<file path="src/hdl/ovx_pkg.sv">
// Constants, register map, state and carrier types of the overexcitation stage.
// Assumes a 100 MHz aclk; the program cycle clock count is derived from it here.
`default_nettype none

package ovx_pkg;
  // Clock and program cycle, the program cycle doubles as the 5 ms time step.
  localparam int unsigned CLK_PERIOD_NS = 10;
  localparam int unsigned PROG_CYCLE_NS = 5_000_000;
  localparam int unsigned PROG_CYCLE_CLKS = PROG_CYCLE_NS / CLK_PERIOD_NS;
  localparam int unsigned REC_DEPTH = 12;

  // Ratio scales: 0.001 V/Hz units and 0.01 % units.
  localparam logic [31:0] MILLI_SCALE = 32'h0000_03e8;
  localparam logic [31:0] PCT_SCALE = 32'h0000_2710;
  localparam logic [31:0] PICK_ON_PCT = 32'h0000_2710;
  localparam logic [31:0] PICK_OFF_PCT = 32'h0000_25e4;

  // Register byte offsets.
  localparam logic [7:0] OFS_OPDLY = 8'h00;
  localparam logic [7:0] OFS_ALDLY = 8'h04;
  localparam logic [7:0] OFS_RELDLY = 8'h08;
  localparam logic [7:0] OFS_PICKUP = 8'h0c;
  localparam logic [7:0] OFS_FNOM = 8'h10;
  localparam logic [7:0] OFS_EVSEL = 8'h14;
  localparam logic [7:0] OFS_CNTCLR = 8'h18;
  localparam logic [7:0] OFS_COND = 8'h1c;
  localparam logic [7:0] OFS_EXPTIME = 8'h20;
  localparam logic [7:0] OFS_REMTIME = 8'h24;
  localparam logic [7:0] OFS_NOMVHZ = 8'h28;
  localparam logic [7:0] OFS_NOMRATIO = 8'h2c;
  localparam logic [7:0] OFS_PCTRATIO = 8'h30;
  localparam logic [7:0] OFS_CNT_START = 8'h34;
  localparam logic [7:0] OFS_CNT_TRIP = 8'h38;
  localparam logic [7:0] OFS_CNT_BLOCK = 8'h3c;
  localparam logic [7:0] OFS_IRQ_STAT = 8'h40;
  localparam logic [7:0] OFS_IRQ_MASK = 8'h44;
  localparam logic [7:0] OFS_REC_SEL = 8'h48;
  localparam logic [7:0] OFS_REC_STAMP = 8'h4c;
  localparam logic [7:0] OFS_REC_DATA = 8'h50;
  localparam logic [7:0] OFS_REC_CODE = 8'h54;

  // Reset values; delays are in 5 ms steps.
  localparam logic [15:0] OPDLY_RST = 16'h0008;
  localparam logic [15:0] ALDLY_RST = 16'h0008;
  localparam logic [15:0] RELDLY_RST = 16'h0000;
  localparam logic [15:0] PICKUP_RST = 16'h0015;
  localparam logic [15:0] FNOM_RST = 16'h0032;
  localparam logic [7:0] EVSEL_RST = 8'hff;

  // Event kinds; ON events sit at bits 3:0, OFF events at bits 7:4.
  localparam int unsigned EV_START = 0;
  localparam int unsigned EV_ALARM = 1;
  localparam int unsigned EV_TRIP = 2;
  localparam int unsigned EV_BLOCK = 3;

  localparam logic [1:0] RESP_OKAY = 2'h0;
  localparam logic [1:0] RESP_SLVERR = 2'h2;

  typedef enum logic [4:0] {
    ST_NORMAL = 5'h01,
    ST_START = 5'h02,
    ST_ALARM = 5'h04,
    ST_TRIP = 5'h08,
    ST_BLOCKED = 5'h10
  } ovx_state_e;

  typedef struct packed {
    logic valid;
    logic on;
    logic [1:0] kind;
    logic [31:0] stamp;
  } ovx_evt_s;

  typedef struct packed {
    logic [3:0] code;
    logic [15:0] remain;
    logic [15:0] meas;
    logic [31:0] stamp;
  } ovx_rec_s;
endpackage : ovx_pkg

`default_nettype wire

</file>
<file path="src/hdl/ovx_divider.sv">
// Sequential restoring divider, one quotient bit per clock.
// Assumes start is a one-cycle pulse given only while busy is low.
`default_nettype none

module ovx_divider #(
  parameter int unsigned W = 32
) (
  input wire logic aclk,
  input wire logic aresetn,
  input wire logic start,
  input wire logic [W-1:0] num,
  input wire logic [W-1:0] den,
  output logic busy,
  output logic done,
  output logic [W-1:0] quot
);
  logic [W:0] rem_q;
  logic [W:0] shifted;
  logic [W:0] diff;
  logic [$clog2(W+1)-1:0] cnt_q;

  // Trial subtraction of the divisor from the shifted remainder.
  always_comb
  begin
    shifted = {rem_q[W-1:0], quot[W-1]};
    diff = shifted - {1'b0, den};
  end

  // A zero divisor gives an all-ones quotient.
  always_ff @(posedge aclk)
  begin
    if (!aresetn)
    begin
      rem_q <= '0;
      quot <= '0;
      cnt_q <= '0;
      busy <= 1'b0;
      done <= 1'b0;
    end
    else
    begin
      done <= 1'b0;
      if (start)
      begin
        rem_q <= '0;
        quot <= num;
        cnt_q <= ($clog2(W+1))'(W);
        busy <= 1'b1;
      end
      else if (busy)
      begin
        rem_q <= diff[W] ? shifted : diff;
        quot <= {quot[W-2:0], ~diff[W]};
        cnt_q <= cnt_q - 1'b1;
        if (cnt_q == 1)
        begin
          busy <= 1'b0;
          done <= 1'b1;
        end
      end
    end
  end
endmodule : ovx_divider

`default_nettype wire

</file>
<file path="src/hdl/ovx_rec_mem.sv">
// Small memory for the fault records, with registered read data.
// Assumes one writer and one reader on the same clock.
`default_nettype none

module ovx_rec_mem #(
  parameter int unsigned W = 68,
  parameter int unsigned DEPTH = 12,
  parameter int unsigned AW = 4
) (
  input wire logic aclk,
  input wire logic we,
  input wire logic [AW-1:0] waddr,
  input wire logic [W-1:0] wdata,
  input wire logic [AW-1:0] raddr,
  output logic [W-1:0] rdata
);
  logic [W-1:0] mem_q [DEPTH];

  // Write port, then read port; content is undefined until written.
  always_ff @(posedge aclk)
  begin
    if (we)
    begin
      mem_q[waddr] <= wdata;
    end
    rdata <= mem_q[raddr];
  end
endmodule : ovx_rec_mem

`default_nettype wire

</file>
<file path="src/hdl/ovx_event_block.sv">
// Status, blocking, event and fault record logic of one overexcitation stage.
// Assumes an AXI4-Lite master, a same-clock measurement and curve element,
// and an asynchronous blocking pin from the blocking matrix.
//
// Summary of operation
// RULE_01 - Condition is normal, start, alarm, trip or blocked.
// RULE_02 - Expected operating time readable in 5 ms steps.
// RULE_03 - Signed remaining time to trip, 5 ms steps.
// RULE_04 - Nominal ratio is per-unit voltage over nominal frequency.
// RULE_05 - Measured ratio divided by nominal ratio readable.
// RULE_06 - Measured over pick-up ratio in 0.01 percent.
// RULE_07 - Blocking input sampled once per program cycle.
// RULE_08 - Blocking comes from the dedicated matrix input.
// RULE_09 - Unblocked pick-up raises start and starts timing.
// RULE_10 - Blocked pick-up raises blocked, no timing or trip.
// RULE_11 - Block during start clears start, runs release.
// RULE_12 - Blocking must arrive 5 ms before delay expires.
// RULE_13 - ON/OFF events, per-event selection for the buffer.
// RULE_14 - Each event carries a time stamp.
// RULE_15 - Clearable counters for start, trip and blocked.
// RULE_16 - Exactly one stage instance.
// RULE_17 - Twelve newest fault records, oldest overwritten.
// RULE_18 - Pick-up releases below 97 percent of setting.
`default_nettype none

module ovx_event_block #(
  parameter int unsigned TICK_CLKS = ovx_pkg::PROG_CYCLE_CLKS
) (
  input wire logic aclk,
  input wire logic aresetn,
  input wire logic [7:0] awaddr,
  input wire logic awvalid,
  output logic awready,
  input wire logic [31:0] wdata,
  input wire logic [3:0] wstrb,
  input wire logic wvalid,
  output logic wready,
  output logic [1:0] bresp,
  output logic bvalid,
  input wire logic bready,
  input wire logic [7:0] araddr,
  input wire logic arvalid,
  output logic arready,
  output logic [31:0] rdata,
  output logic [1:0] rresp,
  output logic rvalid,
  input wire logic rready,
  input wire logic block_in,
  input wire logic [15:0] vhz_meas,
  input wire logic [15:0] inv_extra,
  output logic start_o,
  output logic alarm_o,
  output logic trip_o,
  output logic blocked_o,
  output ovx_pkg::ovx_evt_s evt_o,
  output logic irq_o
);
  import ovx_pkg::*;

  localparam int unsigned RW = $bits(ovx_rec_s);
  localparam logic [3:0] REC_LAST = 4'(REC_DEPTH - 1);

  logic [31:0] tick_cnt_q, ts_q;
  logic tick, blk_meta_q, blk_sync_q, block_q;
  logic [15:0] opdly_q, aldly_q, reldly_q, pickup_q, fnom_q, nom_q, meas_q, inv_q;
  logic [7:0] evsel_q, mask_q, stat_q, pend_q, pend_low, ev_raw;
  logic [3:0] flags_w, flags_q, ev_on, ev_off, rec_sel_q, wptr_q, rec_n_q;
  logic [2:0] cnt_clr;
  logic [15:0] cnt_q [3];
  ovx_state_e state_q; // RULE_16
  logic [16:0] exp_w, elapsed_q, el_nx;
  logic [17:0] remain_w;
  logic [15:0] rel_q;
  logic [31:0] ratio_q, pct_q, div_num, div_den, div_quot;
  logic [1:0] op_q;
  logic go_q, div_done, pick_q, wr_fire, rd_fire, wr_ok;
  logic [2:0] low_idx;
  ovx_rec_s rec_w, rec_rd;

  function automatic logic [15:0] m16(input logic [15:0] o, input logic [31:0] d,
                                       input logic [3:0] s);
    return {s[1] ? d[15:8] : o[15:8], s[0] ? d[7:0] : o[7:0]};
  endfunction : m16

  // Program cycle tick and time stamp counter in program cycles.
  assign tick = (tick_cnt_q == 32'(TICK_CLKS - 1));
  always_ff @(posedge aclk)
  begin
    if (!aresetn)
    begin
      tick_cnt_q <= '0;
      ts_q <= '0;
    end
    else
    begin
      tick_cnt_q <= tick ? '0 : tick_cnt_q + 32'h1;
      ts_q <= tick ? ts_q + 32'h1 : ts_q;
    end
  end

  // Blocking pin synchroniser, then one sample per program cycle.
  always_ff @(posedge aclk)
  begin
    if (!aresetn)
    begin
      blk_meta_q <= 1'b0;
      blk_sync_q <= 1'b0;
      block_q <= 1'b0;
    end
    else
    begin
      blk_meta_q <= block_in; // RULE_08
      blk_sync_q <= blk_meta_q;
      if (tick)
      begin
        block_q <= blk_sync_q; // RULE_07
      end
    end
  end

  // Three divisions per program cycle: nominal, nominal ratio, pick-up ratio.
  always_comb
  begin
    case (op_q)
      2'h0:
      begin
        div_num = MILLI_SCALE; // RULE_04
        div_den = {16'h0, fnom_q};
      end
      2'h1:
      begin
        div_num = {16'h0, meas_q} * MILLI_SCALE; // RULE_05
        div_den = {16'h0, nom_q};
      end
      default:
      begin
        div_num = {16'h0, meas_q} * PCT_SCALE; // RULE_06
        div_den = {16'h0, pickup_q};
      end
    endcase
  end

  ovx_divider #(.W(32)) u_div (
    .aclk(aclk),
    .aresetn(aresetn),
    .start(go_q),
    .num(div_num),
    .den(div_den),
    .busy(),
    .done(div_done),
    .quot(div_quot)
  );

  // Division sequencing and pick-up decision with hysteresis.
  always_ff @(posedge aclk)
  begin
    if (!aresetn)
    begin
      op_q <= 2'h0;
      go_q <= 1'b0;
      meas_q <= '0;
      inv_q <= '0;
      nom_q <= '0;
      ratio_q <= '0;
      pct_q <= '0;
      pick_q <= 1'b0;
    end
    else
    begin
      go_q <= tick | (div_done & (op_q != 2'h2));
      if (tick)
      begin
        op_q <= 2'h0;
        meas_q <= vhz_meas;
        inv_q <= inv_extra;
      end
      else if (div_done)
      begin
        op_q <= (op_q == 2'h2) ? op_q : op_q + 2'h1;
        case (op_q)
          2'h0: nom_q <= div_quot[15:0]; // RULE_04
          2'h1: ratio_q <= div_quot; // RULE_05
          default:
          begin
            pct_q <= div_quot; // RULE_06
            if (div_quot >= PICK_ON_PCT)
              pick_q <= 1'b1;
            else if (div_quot < PICK_OFF_PCT)
              pick_q <= 1'b0; // RULE_18
          end
        endcase
      end
    end
  end

  // Operating time: definite delay plus the inverse-curve share.
  assign exp_w = {1'b0, opdly_q} + {1'b0, inv_q}; // RULE_02
  assign el_nx = elapsed_q + 17'h1;
  assign remain_w = {1'b0, exp_w} - {1'b0, elapsed_q}; // RULE_03

  // Stage state machine, stepped once per program cycle.
  always_ff @(posedge aclk)
  begin
    if (!aresetn)
    begin
      state_q <= ST_NORMAL;
      elapsed_q <= '0;
      rel_q <= '0;
    end
    else if (tick)
    begin
      case (state_q)
        ST_NORMAL:
        begin
          if (pick_q && blk_sync_q)
            state_q <= ST_BLOCKED; // RULE_10
          else if (pick_q)
            state_q <= ST_START; // RULE_09
          else if (rel_q != 16'h0)
            rel_q <= rel_q - 16'h1;
          else
            elapsed_q <= '0;
        end
        ST_START, ST_ALARM, ST_TRIP:
        begin
          if (blk_sync_q || !pick_q)
          begin
            state_q <= ST_NORMAL; // RULE_11
            rel_q <= reldly_q;
            if (reldly_q == 16'h0)
              elapsed_q <= '0;
          end
          else
          begin
            elapsed_q <= el_nx;
            if (el_nx >= exp_w)
              state_q <= ST_TRIP;
            else if (el_nx >= {1'b0, aldly_q} && state_q == ST_START)
              state_q <= ST_ALARM;
          end
        end
        ST_BLOCKED:
        begin
          if (!pick_q)
            state_q <= ST_NORMAL;
          else if (!blk_sync_q)
            state_q <= ST_START;
        end
        default: state_q <= ST_NORMAL;
      endcase
    end
  end

  // Output flags and their edges.
  always_comb
  begin
    flags_w[EV_START] = state_q inside {ST_START, ST_ALARM, ST_TRIP}; // RULE_01
    flags_w[EV_ALARM] = state_q inside {ST_ALARM, ST_TRIP};
    flags_w[EV_TRIP] = (state_q == ST_TRIP);
    flags_w[EV_BLOCK] = (state_q == ST_BLOCKED);
  end
  assign ev_on = flags_w & ~flags_q; // RULE_13
  assign ev_off = ~flags_w & flags_q;
  assign ev_raw = {ev_off, ev_on};
  assign {blocked_o, trip_o, alarm_o, start_o} = flags_q;

  // Lowest selected pending event goes out first.
  assign pend_low = pend_q & (~pend_q + 8'h01);
  always_comb
  begin
    low_idx = 3'h0;
    for (int i = 0; i < 8; i++)
      if (pend_low[i])
        low_idx = 3'(i);
  end

  // Event pending bits and the event output with its stamp.
  always_ff @(posedge aclk)
  begin
    if (!aresetn)
    begin
      flags_q <= '0;
      pend_q <= '0;
      evt_o <= '0;
    end
    else
    begin
      flags_q <= flags_w;
      pend_q <= (pend_q & ~pend_low) | (ev_raw & evsel_q); // RULE_13
      evt_o.valid <= |pend_q;
      evt_o.on <= ~low_idx[2];
      evt_o.kind <= low_idx[1:0];
      if (|ev_raw)
        evt_o.stamp <= ts_q; // RULE_14
    end
  end

  // Sticky status, cleared by a read; a new event wins over the clear.
  assign rd_fire = arvalid & arready;
  always_ff @(posedge aclk)
  begin
    if (!aresetn)
      stat_q <= '0;
    else
      stat_q <= ((rd_fire && araddr == OFS_IRQ_STAT) ? 8'h00 : stat_q) | ev_raw;
  end
  assign irq_o = |(stat_q & mask_q);

  // Cumulative counters; an event in the clear cycle counts as one.
  for (genvar g = 0; g < 3; g++)
  begin : g_cnt
    localparam int unsigned K = (g == 0) ? EV_START : (g == 1) ? EV_TRIP : EV_BLOCK;
    always_ff @(posedge aclk)
    begin
      if (!aresetn)
        cnt_q[g] <= '0;
      else if (ev_on[K])
        cnt_q[g] <= cnt_clr[g] ? 16'h1 : cnt_q[g] + 16'h1; // RULE_15
      else if (cnt_clr[g])
        cnt_q[g] <= '0;
    end
  end

  // Fault record on start, trip or blocked ON edges.
  always_comb
  begin
    rec_w.stamp = ts_q; // RULE_14
    rec_w.meas = meas_q;
    rec_w.remain = remain_w[15:0];
    rec_w.code = ev_on[EV_TRIP] ? 4'(EV_TRIP) : ev_on[EV_BLOCK] ? 4'(EV_BLOCK)
                                                                 : 4'(EV_START);
  end
  always_ff @(posedge aclk)
  begin
    if (!aresetn)
    begin
      wptr_q <= '0;
      rec_n_q <= '0;
    end
    else if (ev_on[EV_START] | ev_on[EV_TRIP] | ev_on[EV_BLOCK])
    begin
      wptr_q <= (wptr_q == REC_LAST) ? 4'h0 : wptr_q + 4'h1; // RULE_17
      if (rec_n_q <= REC_LAST)
        rec_n_q <= rec_n_q + 4'h1;
    end
  end

  ovx_rec_mem #(.W(RW), .DEPTH(REC_DEPTH), .AW(4)) u_rec ( // RULE_17
    .aclk(aclk),
    .we(ev_on[EV_START] | ev_on[EV_TRIP] | ev_on[EV_BLOCK]),
    .waddr(wptr_q),
    .wdata(rec_w),
    .raddr(rec_sel_q),
    .rdata(rec_rd)
  );

  // Write channel: address and data are taken together.
  assign awready = awvalid & wvalid & ~bvalid;
  assign wready = awready;
  assign wr_fire = awready;
  assign wr_ok = awaddr inside {OFS_OPDLY, OFS_ALDLY, OFS_RELDLY, OFS_PICKUP, OFS_FNOM,
                                OFS_EVSEL, OFS_CNTCLR, OFS_IRQ_MASK, OFS_REC_SEL};
  assign cnt_clr = (wr_fire && awaddr == OFS_CNTCLR && wstrb[0]) ? wdata[2:0] : 3'h0;

  // Settings written by software.
  always_ff @(posedge aclk)
  begin
    if (!aresetn)
    begin
      opdly_q <= OPDLY_RST;
      aldly_q <= ALDLY_RST;
      reldly_q <= RELDLY_RST;
      pickup_q <= PICKUP_RST;
      fnom_q <= FNOM_RST;
      evsel_q <= EVSEL_RST;
      mask_q <= '0;
      rec_sel_q <= '0;
      bvalid <= 1'b0;
      bresp <= RESP_OKAY;
    end
    else
    begin
      if (bvalid && bready)
        bvalid <= 1'b0;
      if (wr_fire)
      begin
        bvalid <= 1'b1;
        bresp <= wr_ok ? RESP_OKAY : RESP_SLVERR;
        case (awaddr)
          OFS_OPDLY: opdly_q <= m16(opdly_q, wdata, wstrb);
          OFS_ALDLY: aldly_q <= m16(aldly_q, wdata, wstrb);
          OFS_RELDLY: reldly_q <= m16(reldly_q, wdata, wstrb);
          OFS_PICKUP: pickup_q <= m16(pickup_q, wdata, wstrb);
          OFS_FNOM: fnom_q <= m16(fnom_q, wdata, wstrb);
          OFS_EVSEL: evsel_q <= wstrb[0] ? wdata[7:0] : evsel_q;
          OFS_IRQ_MASK: mask_q <= wstrb[0] ? wdata[7:0] : mask_q;
          OFS_REC_SEL: rec_sel_q <= wstrb[0] ? wdata[3:0] : rec_sel_q;
          default: ;
        endcase
      end
    end
  end

  // Read channel: one word per request, answered one cycle later.
  assign arready = ~rvalid;
  always_ff @(posedge aclk)
  begin
    if (!aresetn)
    begin
      rvalid <= 1'b0;
      rdata <= '0;
      rresp <= RESP_OKAY;
    end
    else if (rd_fire)
    begin
      rvalid <= 1'b1;
      rresp <= RESP_OKAY;
      case (araddr)
        OFS_OPDLY: rdata <= {16'h0, opdly_q};
        OFS_ALDLY: rdata <= {16'h0, aldly_q};
        OFS_RELDLY: rdata <= {16'h0, reldly_q};
        OFS_PICKUP: rdata <= {16'h0, pickup_q};
        OFS_FNOM: rdata <= {16'h0, fnom_q};
        OFS_EVSEL: rdata <= {24'h0, evsel_q};
        OFS_CNTCLR: rdata <= '0;
        OFS_COND: rdata <= {24'h0, block_q, 2'h0, state_q}; // RULE_01
        OFS_EXPTIME: rdata <= {15'h0, exp_w}; // RULE_02
        OFS_REMTIME: rdata <= {{14{remain_w[17]}}, remain_w}; // RULE_03
        OFS_NOMVHZ: rdata <= {16'h0, nom_q};
        OFS_NOMRATIO: rdata <= ratio_q;
        OFS_PCTRATIO: rdata <= pct_q;
        OFS_CNT_START: rdata <= {16'h0, cnt_q[0]};
        OFS_CNT_TRIP: rdata <= {16'h0, cnt_q[1]};
        OFS_CNT_BLOCK: rdata <= {16'h0, cnt_q[2]};
        OFS_IRQ_STAT: rdata <= {24'h0, stat_q};
        OFS_IRQ_MASK: rdata <= {24'h0, mask_q};
        OFS_REC_SEL: rdata <= {20'h0, rec_n_q, 4'h0, rec_sel_q};
        OFS_REC_STAMP: rdata <= rec_rd.stamp;
        OFS_REC_DATA: rdata <= {rec_rd.remain, rec_rd.meas};
        OFS_REC_CODE: rdata <= {28'h0, rec_rd.code};
        default:
        begin
          rdata <= '0;
          rresp <= RESP_SLVERR;
        end
      endcase
    end
    else if (rready)
      rvalid <= 1'b0;
  end
endmodule : ovx_event_block

`default_nettype wire

</file>
<file path="config.mk">
export PLATFORM = sky130hd
export DESIGN_NAME = ovx_event_block
export DESIGN_NICKNAME = d
export VERILOG_FILES = /design/src/hdl/ovx_pkg.sv /design/src/hdl/ovx_divider.sv /design/src/hdl/ovx_rec_mem.sv /design/src/hdl/ovx_event_block.sv
export SDC_FILE = /design/constraint.sdc
export NUM_CORES = 2
export LEC_CHECK = 0
export BUFFER_PORTS_ARGS = -buffer_cell sky130_fd_sc_hd__buf_4
export CORE_MARGIN = 4
export CORE_UTILIZATION = 63
export DETAILED_ROUTE_END_ITERATION = 10
export GPL_TIMING_DRIVEN = 0
export PLACE_DENSITY = 0.77
export SKIP_LAST_GASP = 1
export SLEW_MARGIN = 20
export SYNTH_ARGS = -nofsm -noshare
export SYNTH_HDL_FRONTEND = slang
export SYNTH_SLANG_ARGS = --single-unit
</file>
<file path="constraint.sdc">
create_clock -name aclk -period 6.6 [get_ports aclk]
set_clock_uncertainty 0.1 [all_clocks]
set_input_delay 0.33 -clock aclk [delete_from_list [all_inputs] [get_ports aclk]]
set_output_delay 0.33 -clock aclk [all_outputs]
set_load 0.01 [all_outputs]
</file>
======== Word-level counts from Yosys, hierarchy flattened ========
Memory sizes are Yosys's and may differ from the RTL's. A register that Yosys moved wholly into a read port is not among the register bits.
Index checks and enable logic that the tools add are counted.
word-level totals
  flip-flop bits (word level) ............. 563
  latch bits .............................. 0
  RAM bits ................................ 840
  bits in read-only memories .............. 0
  bits of input ports ..................... 92
  output and inout port bits .............. 82
  word-level logic and storage cells ...... 293
  memories ................................ 2
cells by class
  add/sub/neg operators ................... 15
  multipliers ............................. 2
  divide/modulo/power cells ............... 0
  $lt $le $gt $ge ......................... 5
  equality and inequality tests ........... 49
  shifts and indexed selects .............. 0
  mux-type cells .......................... 84
  bitwise logic cells ..................... 34
  reductions and logical operators ........ 52
memory list
  name         depth  width  read ports  clocked after memory_dff  write ports  RTL line               source
  u_rec.mem_q  12     66     1           1                         1            ovx_rec_mem.sv:17      logic [W-1:0] mem_q [DEPTH];
  cnt_q        3      16     3           0                         3            ovx_event_block.sv:69  logic [15:0] cnt_q [3];
operators by type and width
  operator                                                                  number
  32-bit one-hot mux with 21 select lines                                   1
  16-bit 2-to-1 mux                                                         13
  32-bit 2-to-1 mux                                                         3
  17-bit 2-to-1 mux                                                         5
  32-bit by 1-bit adder with 32-bit output (second input constant)          2
  8-bit by 6-bit == test with 1-bit output (second input constant)          8
  8-bit by 7-bit == test with 1-bit output (second input constant)          8
  16-bit one-hot mux with 2 select lines                                    2
  30-bit one-hot mux with 2 select lines                                    1
  8-bit by 5-bit == test with 1-bit output (second input constant)          7
  16-bit by 1-bit adder with 16-bit output (second input constant)          3
  3-bit AND reduction                                                       16
  1-bit 2-to-1 mux                                                          35
  5-bit 2-to-1 mux                                                          7
  17-bit one-hot mux with 2 select lines                                    1
  33-bit by 16-bit subtractor with 33-bit output                            1
  8-bit AND                                                                 4
  32-bit by 19-bit == test with 1-bit output (second input constant)        1
  8-bit by 4-bit == test with 1-bit output (second input constant)          4
  32-bit by 14-bit >= comparator with 1-bit output (second input constant)  1
  32-bit by 14-bit < comparator with 1-bit output (second input constant)   1
  16-bit by 10-bit multiplier with 26-bit output (second input constant)    1
  8-bit OR reduction                                                        3
  16-bit by 7-bit multiplier with 23-bit output (second input constant)     1
  53 further kinds                                                          112

======== Depth between registers and ports, before layout ========
  depth after elaboration ................. 11
  depth in mapped cells ................... 20
  gate-level depth less buffers ........... 20

======== Hierarchy ========
A second synthesis with hierarchy kept.
unflattened totals
  cells, all modules ...................... 5542
  area total of the unflattened synthesis .. 66346.1 sq um
modules (own cells, without submodules)
  module           instances  cells each  area each (sq um)  sequential area each (sq um)
  ovx_rec_mem      1          1389        32189.6            25864.8
  ovx_event_block  1          3487        29159.2            9869.5
  ovx_divider      1          666         4997.3             1441.4

======== Worst setup path before layout ========
Ideal clock, no wire load.
  kind .................................... reg2reg
  from .................................... register meas_q[6]
  to ...................................... register u_div.quot[24]
  library setup time ...................... 0.119 ns
  arrival ................................. 4.908 ns
  data required time ...................... 6.381 ns
  path slack .............................. 1.474 ns
  cell stages (with the launch flop) ...... 20
  path buffers ............................ 0
  period minus slack after synthesis ...... 5.126 ns
  cell sequence ........................... dfxtp_1 > inv_1 > fa_1 > inv_1 > ha_1 > ha_1 > a21o_1 > ha_1 > inv_1 > fa_1 > inv_1 > ha_1 > nand4_1 > a211oi_1 > a211oi_1 > o31ai_1 > mux2_2 > o31ai_1 > o31ai_1 > nand2b_1
between the ends
  cells in the longest elaborated chain, start to end .. 3
  elaborated cells between the ends (all ways) .. 4
  classes of those cells .................. 2 x mul; 2 x mux
RTL lines
  item                                                                                                                    RTL line                                        source
  start, declared                                                                                                         ovx_event_block.sv:65                           logic [15:0] opdly_q, aldly_q, reldly_q, pickup_q, fnom_q, nom_q, meas_q, inv_q;
  start signal, assigned                                                                                                  ovx_event_block.sv:174                          meas_q <= vhz_meas;
  16-bit by 10-bit multiplier with 26-bit output / 16-bit by 7-bit multiplier with 23-bit output (equally long branches)  ovx_event_block.sv:137, ovx_event_block.sv:132
  30-bit one-hot mux with 2 select lines *                                                                                ovx_event_block.sv:124                          case (op_q)
  32-bit 2-to-1 mux *                                                                                                     ovx_divider.sv:43                               if (start)
  end signal, assigned                                                                                                    ovx_divider.sv:46                               quot <= num;
  end signal, assigned                                                                                                    ovx_divider.sv:53                               quot <= {quot[W-2:0], ~diff[W]};
  end, declared                                                                                                           ovx_divider.sv:15                               output logic [W-1:0] quot
Every way passes the cells marked *; elsewhere a longest branch is shown, timed or not.
A chain may end at the register's enable or synchronous reset.

======== Final worst setup path ========
  from .................................... register meas_q[7]
  to ...................................... register u_div.quot[28]
between the ends
  cells in the longest elaborated chain, start to end .. 3
RTL lines
  item                                            RTL line                source
  16-bit by 10-bit multiplier with 26-bit output  ovx_event_block.sv:137  div_num = {16'h0, meas_q} * PCT_SCALE;
  30-bit one-hot mux with 2 select lines          ovx_event_block.sv:124
  32-bit 2-to-1 mux                               ovx_divider.sv:43
No other way between the ends.

==> results.sh <==
export IMPL_status="completed"
export IMPL_worst_hold_path_type="in2reg"
export IMPL_endpoint_kind="flip-flop"
export IMPL_synth_seq_area_share=0.568
export IMPL_globalplace_congestion=1.08
export IMPL_yosysWarningCount=0
export IMPL_grt_pass1_vias=46257
export IMPL_cts_tree="built"
export IMPL_max_freq_ghz=0.160
export IMPL_grt_util_all_layers=0.404
export IMPL_design_core_area_sq_mm=0.101
export IMPL_final_cell_count_no_fill=7124
export IMPL_multi_input_area_sq_mm=0.0260
export IMPL_startpoint_type="flip-flop"
export IMPL_dp_hpwl_mm=148
export IMPL_clk_pin_slew_ps=70
export IMPL_dieHeight_um=327
export IMPL_min_period_ps=6240
export IMPL_p_leak_nw=26.6
export IMPL_path_class="reg2reg"
export IMPL_vias=47989
export IMPL_clock_power_share=0.473
export IMPL_dominantRegCellSynth="edfxtp_1"
export IMPL_dpl_instance_area_sq_mm=0.0676
export IMPL_use_met3=0.116
export IMPL_switching_share=0.213
export IMPL_clk_latency_ps=800
export IMPL_postCtsSetupBuffers=0
export IMPL_ff2ff_setup_slack_ps=360
export IMPL_grt_max_degree=41
export IMPL_worstPathArrival_ps=6770
export IMPL_use_met1=0.520
export IMPL_syn_to_final_growth_pct=14.0
export IMPL_vias_per_cell=6.74
export IMPL_drt_total_wl_mm=217
export IMPL_drc=0
export IMPL_synthArstFlopShare=0
export IMPL_maxCapViolCount=0
export IMPL_net_switching_power_mw=3.86
export IMPL_globalRouteMet2Util=0.608
export IMPL_seqPwrFrac=0.509
export IMPL_fin_area_sq_mm=0.0731
export IMPL_firstDrtPassIters=9
export IMPL_start_util=0.637
export IMPL_final_antenna_net_count=0
export IMPL_setup_viol=0
export IMPL_placed_cells=6801
export IMPL_fillCellCount=6643
export IMPL_finalMaxSlewViolations=0
export IMPL_dieArea_sq_mm=0.107
export IMPL_dieWidth_um=327
export IMPL_critPathMaxFanout=20
export IMPL_p_int_mw=14.2
export IMPL_port_buffers=147
export IMPL_period_share=0.945
export IMPL_final_util=0.727
export IMPL_syn_area_per_cell_sq_um=12.2
export IMPL_regArea_sq_mm=0.0364
export IMPL_num_io_pins=174
export IMPL_h_tree_depth=4
export IMPL_wl_per_cell_um=30.4
export IMPL_drive_gt1_frac=0.122
export IMPL_grt_busiest_layer="met2"
export IMPL_cts_made_buffers=142
export IMPL_worst_pin_slew_ps=1310
export IMPL_grt_pass1_wl_mm=314
export IMPL_synth_enable_flop_cells=840
export IMPL_mostFrequentLayoutCells="edfxtp_1, dfxtp_1, nand2_1, nor2_1, a21oi_1"
export IMPL_clkSinkCount=1399
export IMPL_overflow=0
export IMPL_irDropWorstVdd_mv=0.328
export IMPL_synth_cell_types=82
export IMPL_nNetsFinal=6030
export IMPL_floorplan_rows=116
export IMPL_finalSetupTns_ps=0
export IMPL_final_hold_viol_count=0
export IMPL_pwr_share_comb=0.018
export IMPL_rsz0062_at_grt="false"
export IMPL_cp_required_ps=7130
export IMPL_ys_ff_latch=1399
export IMPL_cts_root_buffer="clkbuf_16"
export IMPL_slew_headroom=0.126
export IMPL_synth_area_sq_mm=0.0641
export IMPL_antenna_found_initial=11
export IMPL_powerDensity_mw_per_mm2=247
export IMPL_first_iter_violations=6817
export IMPL_clk_path_buf_depth=3
export IMPL_synthCells=5273
export IMPL_final_common_cell="edfxtp_1"
metal layers:
metal / vias to the layer above / share of wire
li1: 20296 / -
met1: 23708 / 0.36
met2: 3259 / 0.44
met3: 718 / 0.12
met4: 8 / 0.075
met5: - / 0.00025
kinds of logic after synthesis:
family                     synth area share
and+or+nand+nor                       0.106
DFF                                   0.568
AOI/OAI and AO/OA                    0.0942
buffers and inverters                0.0306
muxes                                 0.110
adders and majority gates            0.0666
xor gates and xnor gates             0.0250
other                             0.0000585
Yosys cell counts (19+ instances only):
library cell  number  area share
a211oi_1          21      0.0025
a21o_1            31      0.0036
a21oi_1          305       0.024
a221oi_1          38      0.0052
a22o_1            29      0.0040
a22oi_1          104       0.012
a31oi_1           39      0.0038
and3_1            55      0.0054
buf_1             36      0.0021
clkbuf_1         212       0.012
dfxtp_1          559        0.17
edfxtp_1         840        0.39
fa_1              74       0.023
ha_1             223       0.044
inv_1            256       0.015
mux2i_1          246       0.038
mux4_2           198       0.070
nand2_1          524       0.031
nand2b_1          19      0.0019
nand3_1          133       0.010
nand4_1           49      0.0048
nor2_1           423       0.025
nor2b_1           30      0.0029
nor3_1            55      0.0043
nor4_1            29      0.0028
o21a_1            24      0.0028
o21ai_0          216       0.017
o22ai_1           19      0.0019
o31ai_1           23      0.0027
or3_1             35      0.0034
or4_1             22      0.0026
xnor2_1           93       0.013
xor2_1            90       0.012
path summary, 6_finish.rpt:
| check | from | end | depth (start not counted) |
|---|---|---|---|
| max | meas_q[7] | u_div.quot[28] | 19 |
| min | aresetn | u_div.rem_q[17] | 3 |
| max reg2reg | meas_q[7] | u_div.quot[28] | 19 |
| min reg2reg | block_q | block_q | 2 |
power groups by stage:
stage | Combinational (mW) | Clock [mW] | Sequential (mW)
2_1_floorplan | 0.111 | 0 | 9.38
3_3_place_gp | 0.271 | 0 | 9.40
3_5_place_dp | 0.274 | 0 | 9.40
4_1_cts | 0.301 | 8.57 | 9.21
5_1_grt | 0.325 | 8.96 | 9.20
6_report | 0.320 | 8.56 | 9.21
area by class of cell:
cell class | instances | share of cell area
inverters | 257 | 0.0132
clock buffers | 187 | 0.0537
plain buffers | 255 | 0.0141
repair buffers | 223 | 0.0286
well taps | 1357 | 0.0232
multi-input cells | 3363 | 0.355
clock inverters | 77 | 0.0140
diodes | 6 | 0.000205
flip-flops and latches | 1399 | 0.498
flip-flops by register name, summed over array words and instances (netlist names), 16 cells and up:
name	flops
u_rec.mem_q	792
u_rec.rdata	66
cnt_q	48
evt_o	36
pct_q	32
ratio_q	32
rdata	32
tick_cnt_q	32
ts_q	32
u_div.quot	32
u_div.rem_q	32
elapsed_q	17
aldly_q	16
fnom_q	16
inv_q	16
meas_q	16
nom_q	16
opdly_q	16
pickup_q	16
rel_q	16
reldly_q	16
repair_timing:
item                                    4_1_cts  5_1_grt
hold endpoints to repair                    104        0
hold buffers                                 52        0
gates resized for setup                       0        2
endpoints found under the setup margin        0        2
worst max-delay path, stage by stage, from the launching register on:
cell	delay, ps
dfxtp_1	990
inv_1	240
fa_1	670
inv_1	90
ha_1	290
ha_1	340
a21o_1	200
ha_1	260
inv_1	50
fa_1	500
inv_1	40
ha_1	350
a21oi_1	150
o21ai_0	210
a211oi_1	620
nor3_1	140
a211oi_1	380
a22oi_1	170
xnor2_1	190
o22ai_1	120
stage by stage:
step           power (mW)  hold slack (ps)  setup WS (ps)
4_1_cts              18.1             50.6            335
3_3_place_gp         9.67              340           -264
5_1_grt              18.5             83.2            104
6_report             18.1             99.1            361
3_5_place_dp         9.67              346            405
2_1_floorplan        9.49              312           1470
Power figures use the tool's default switching activity.
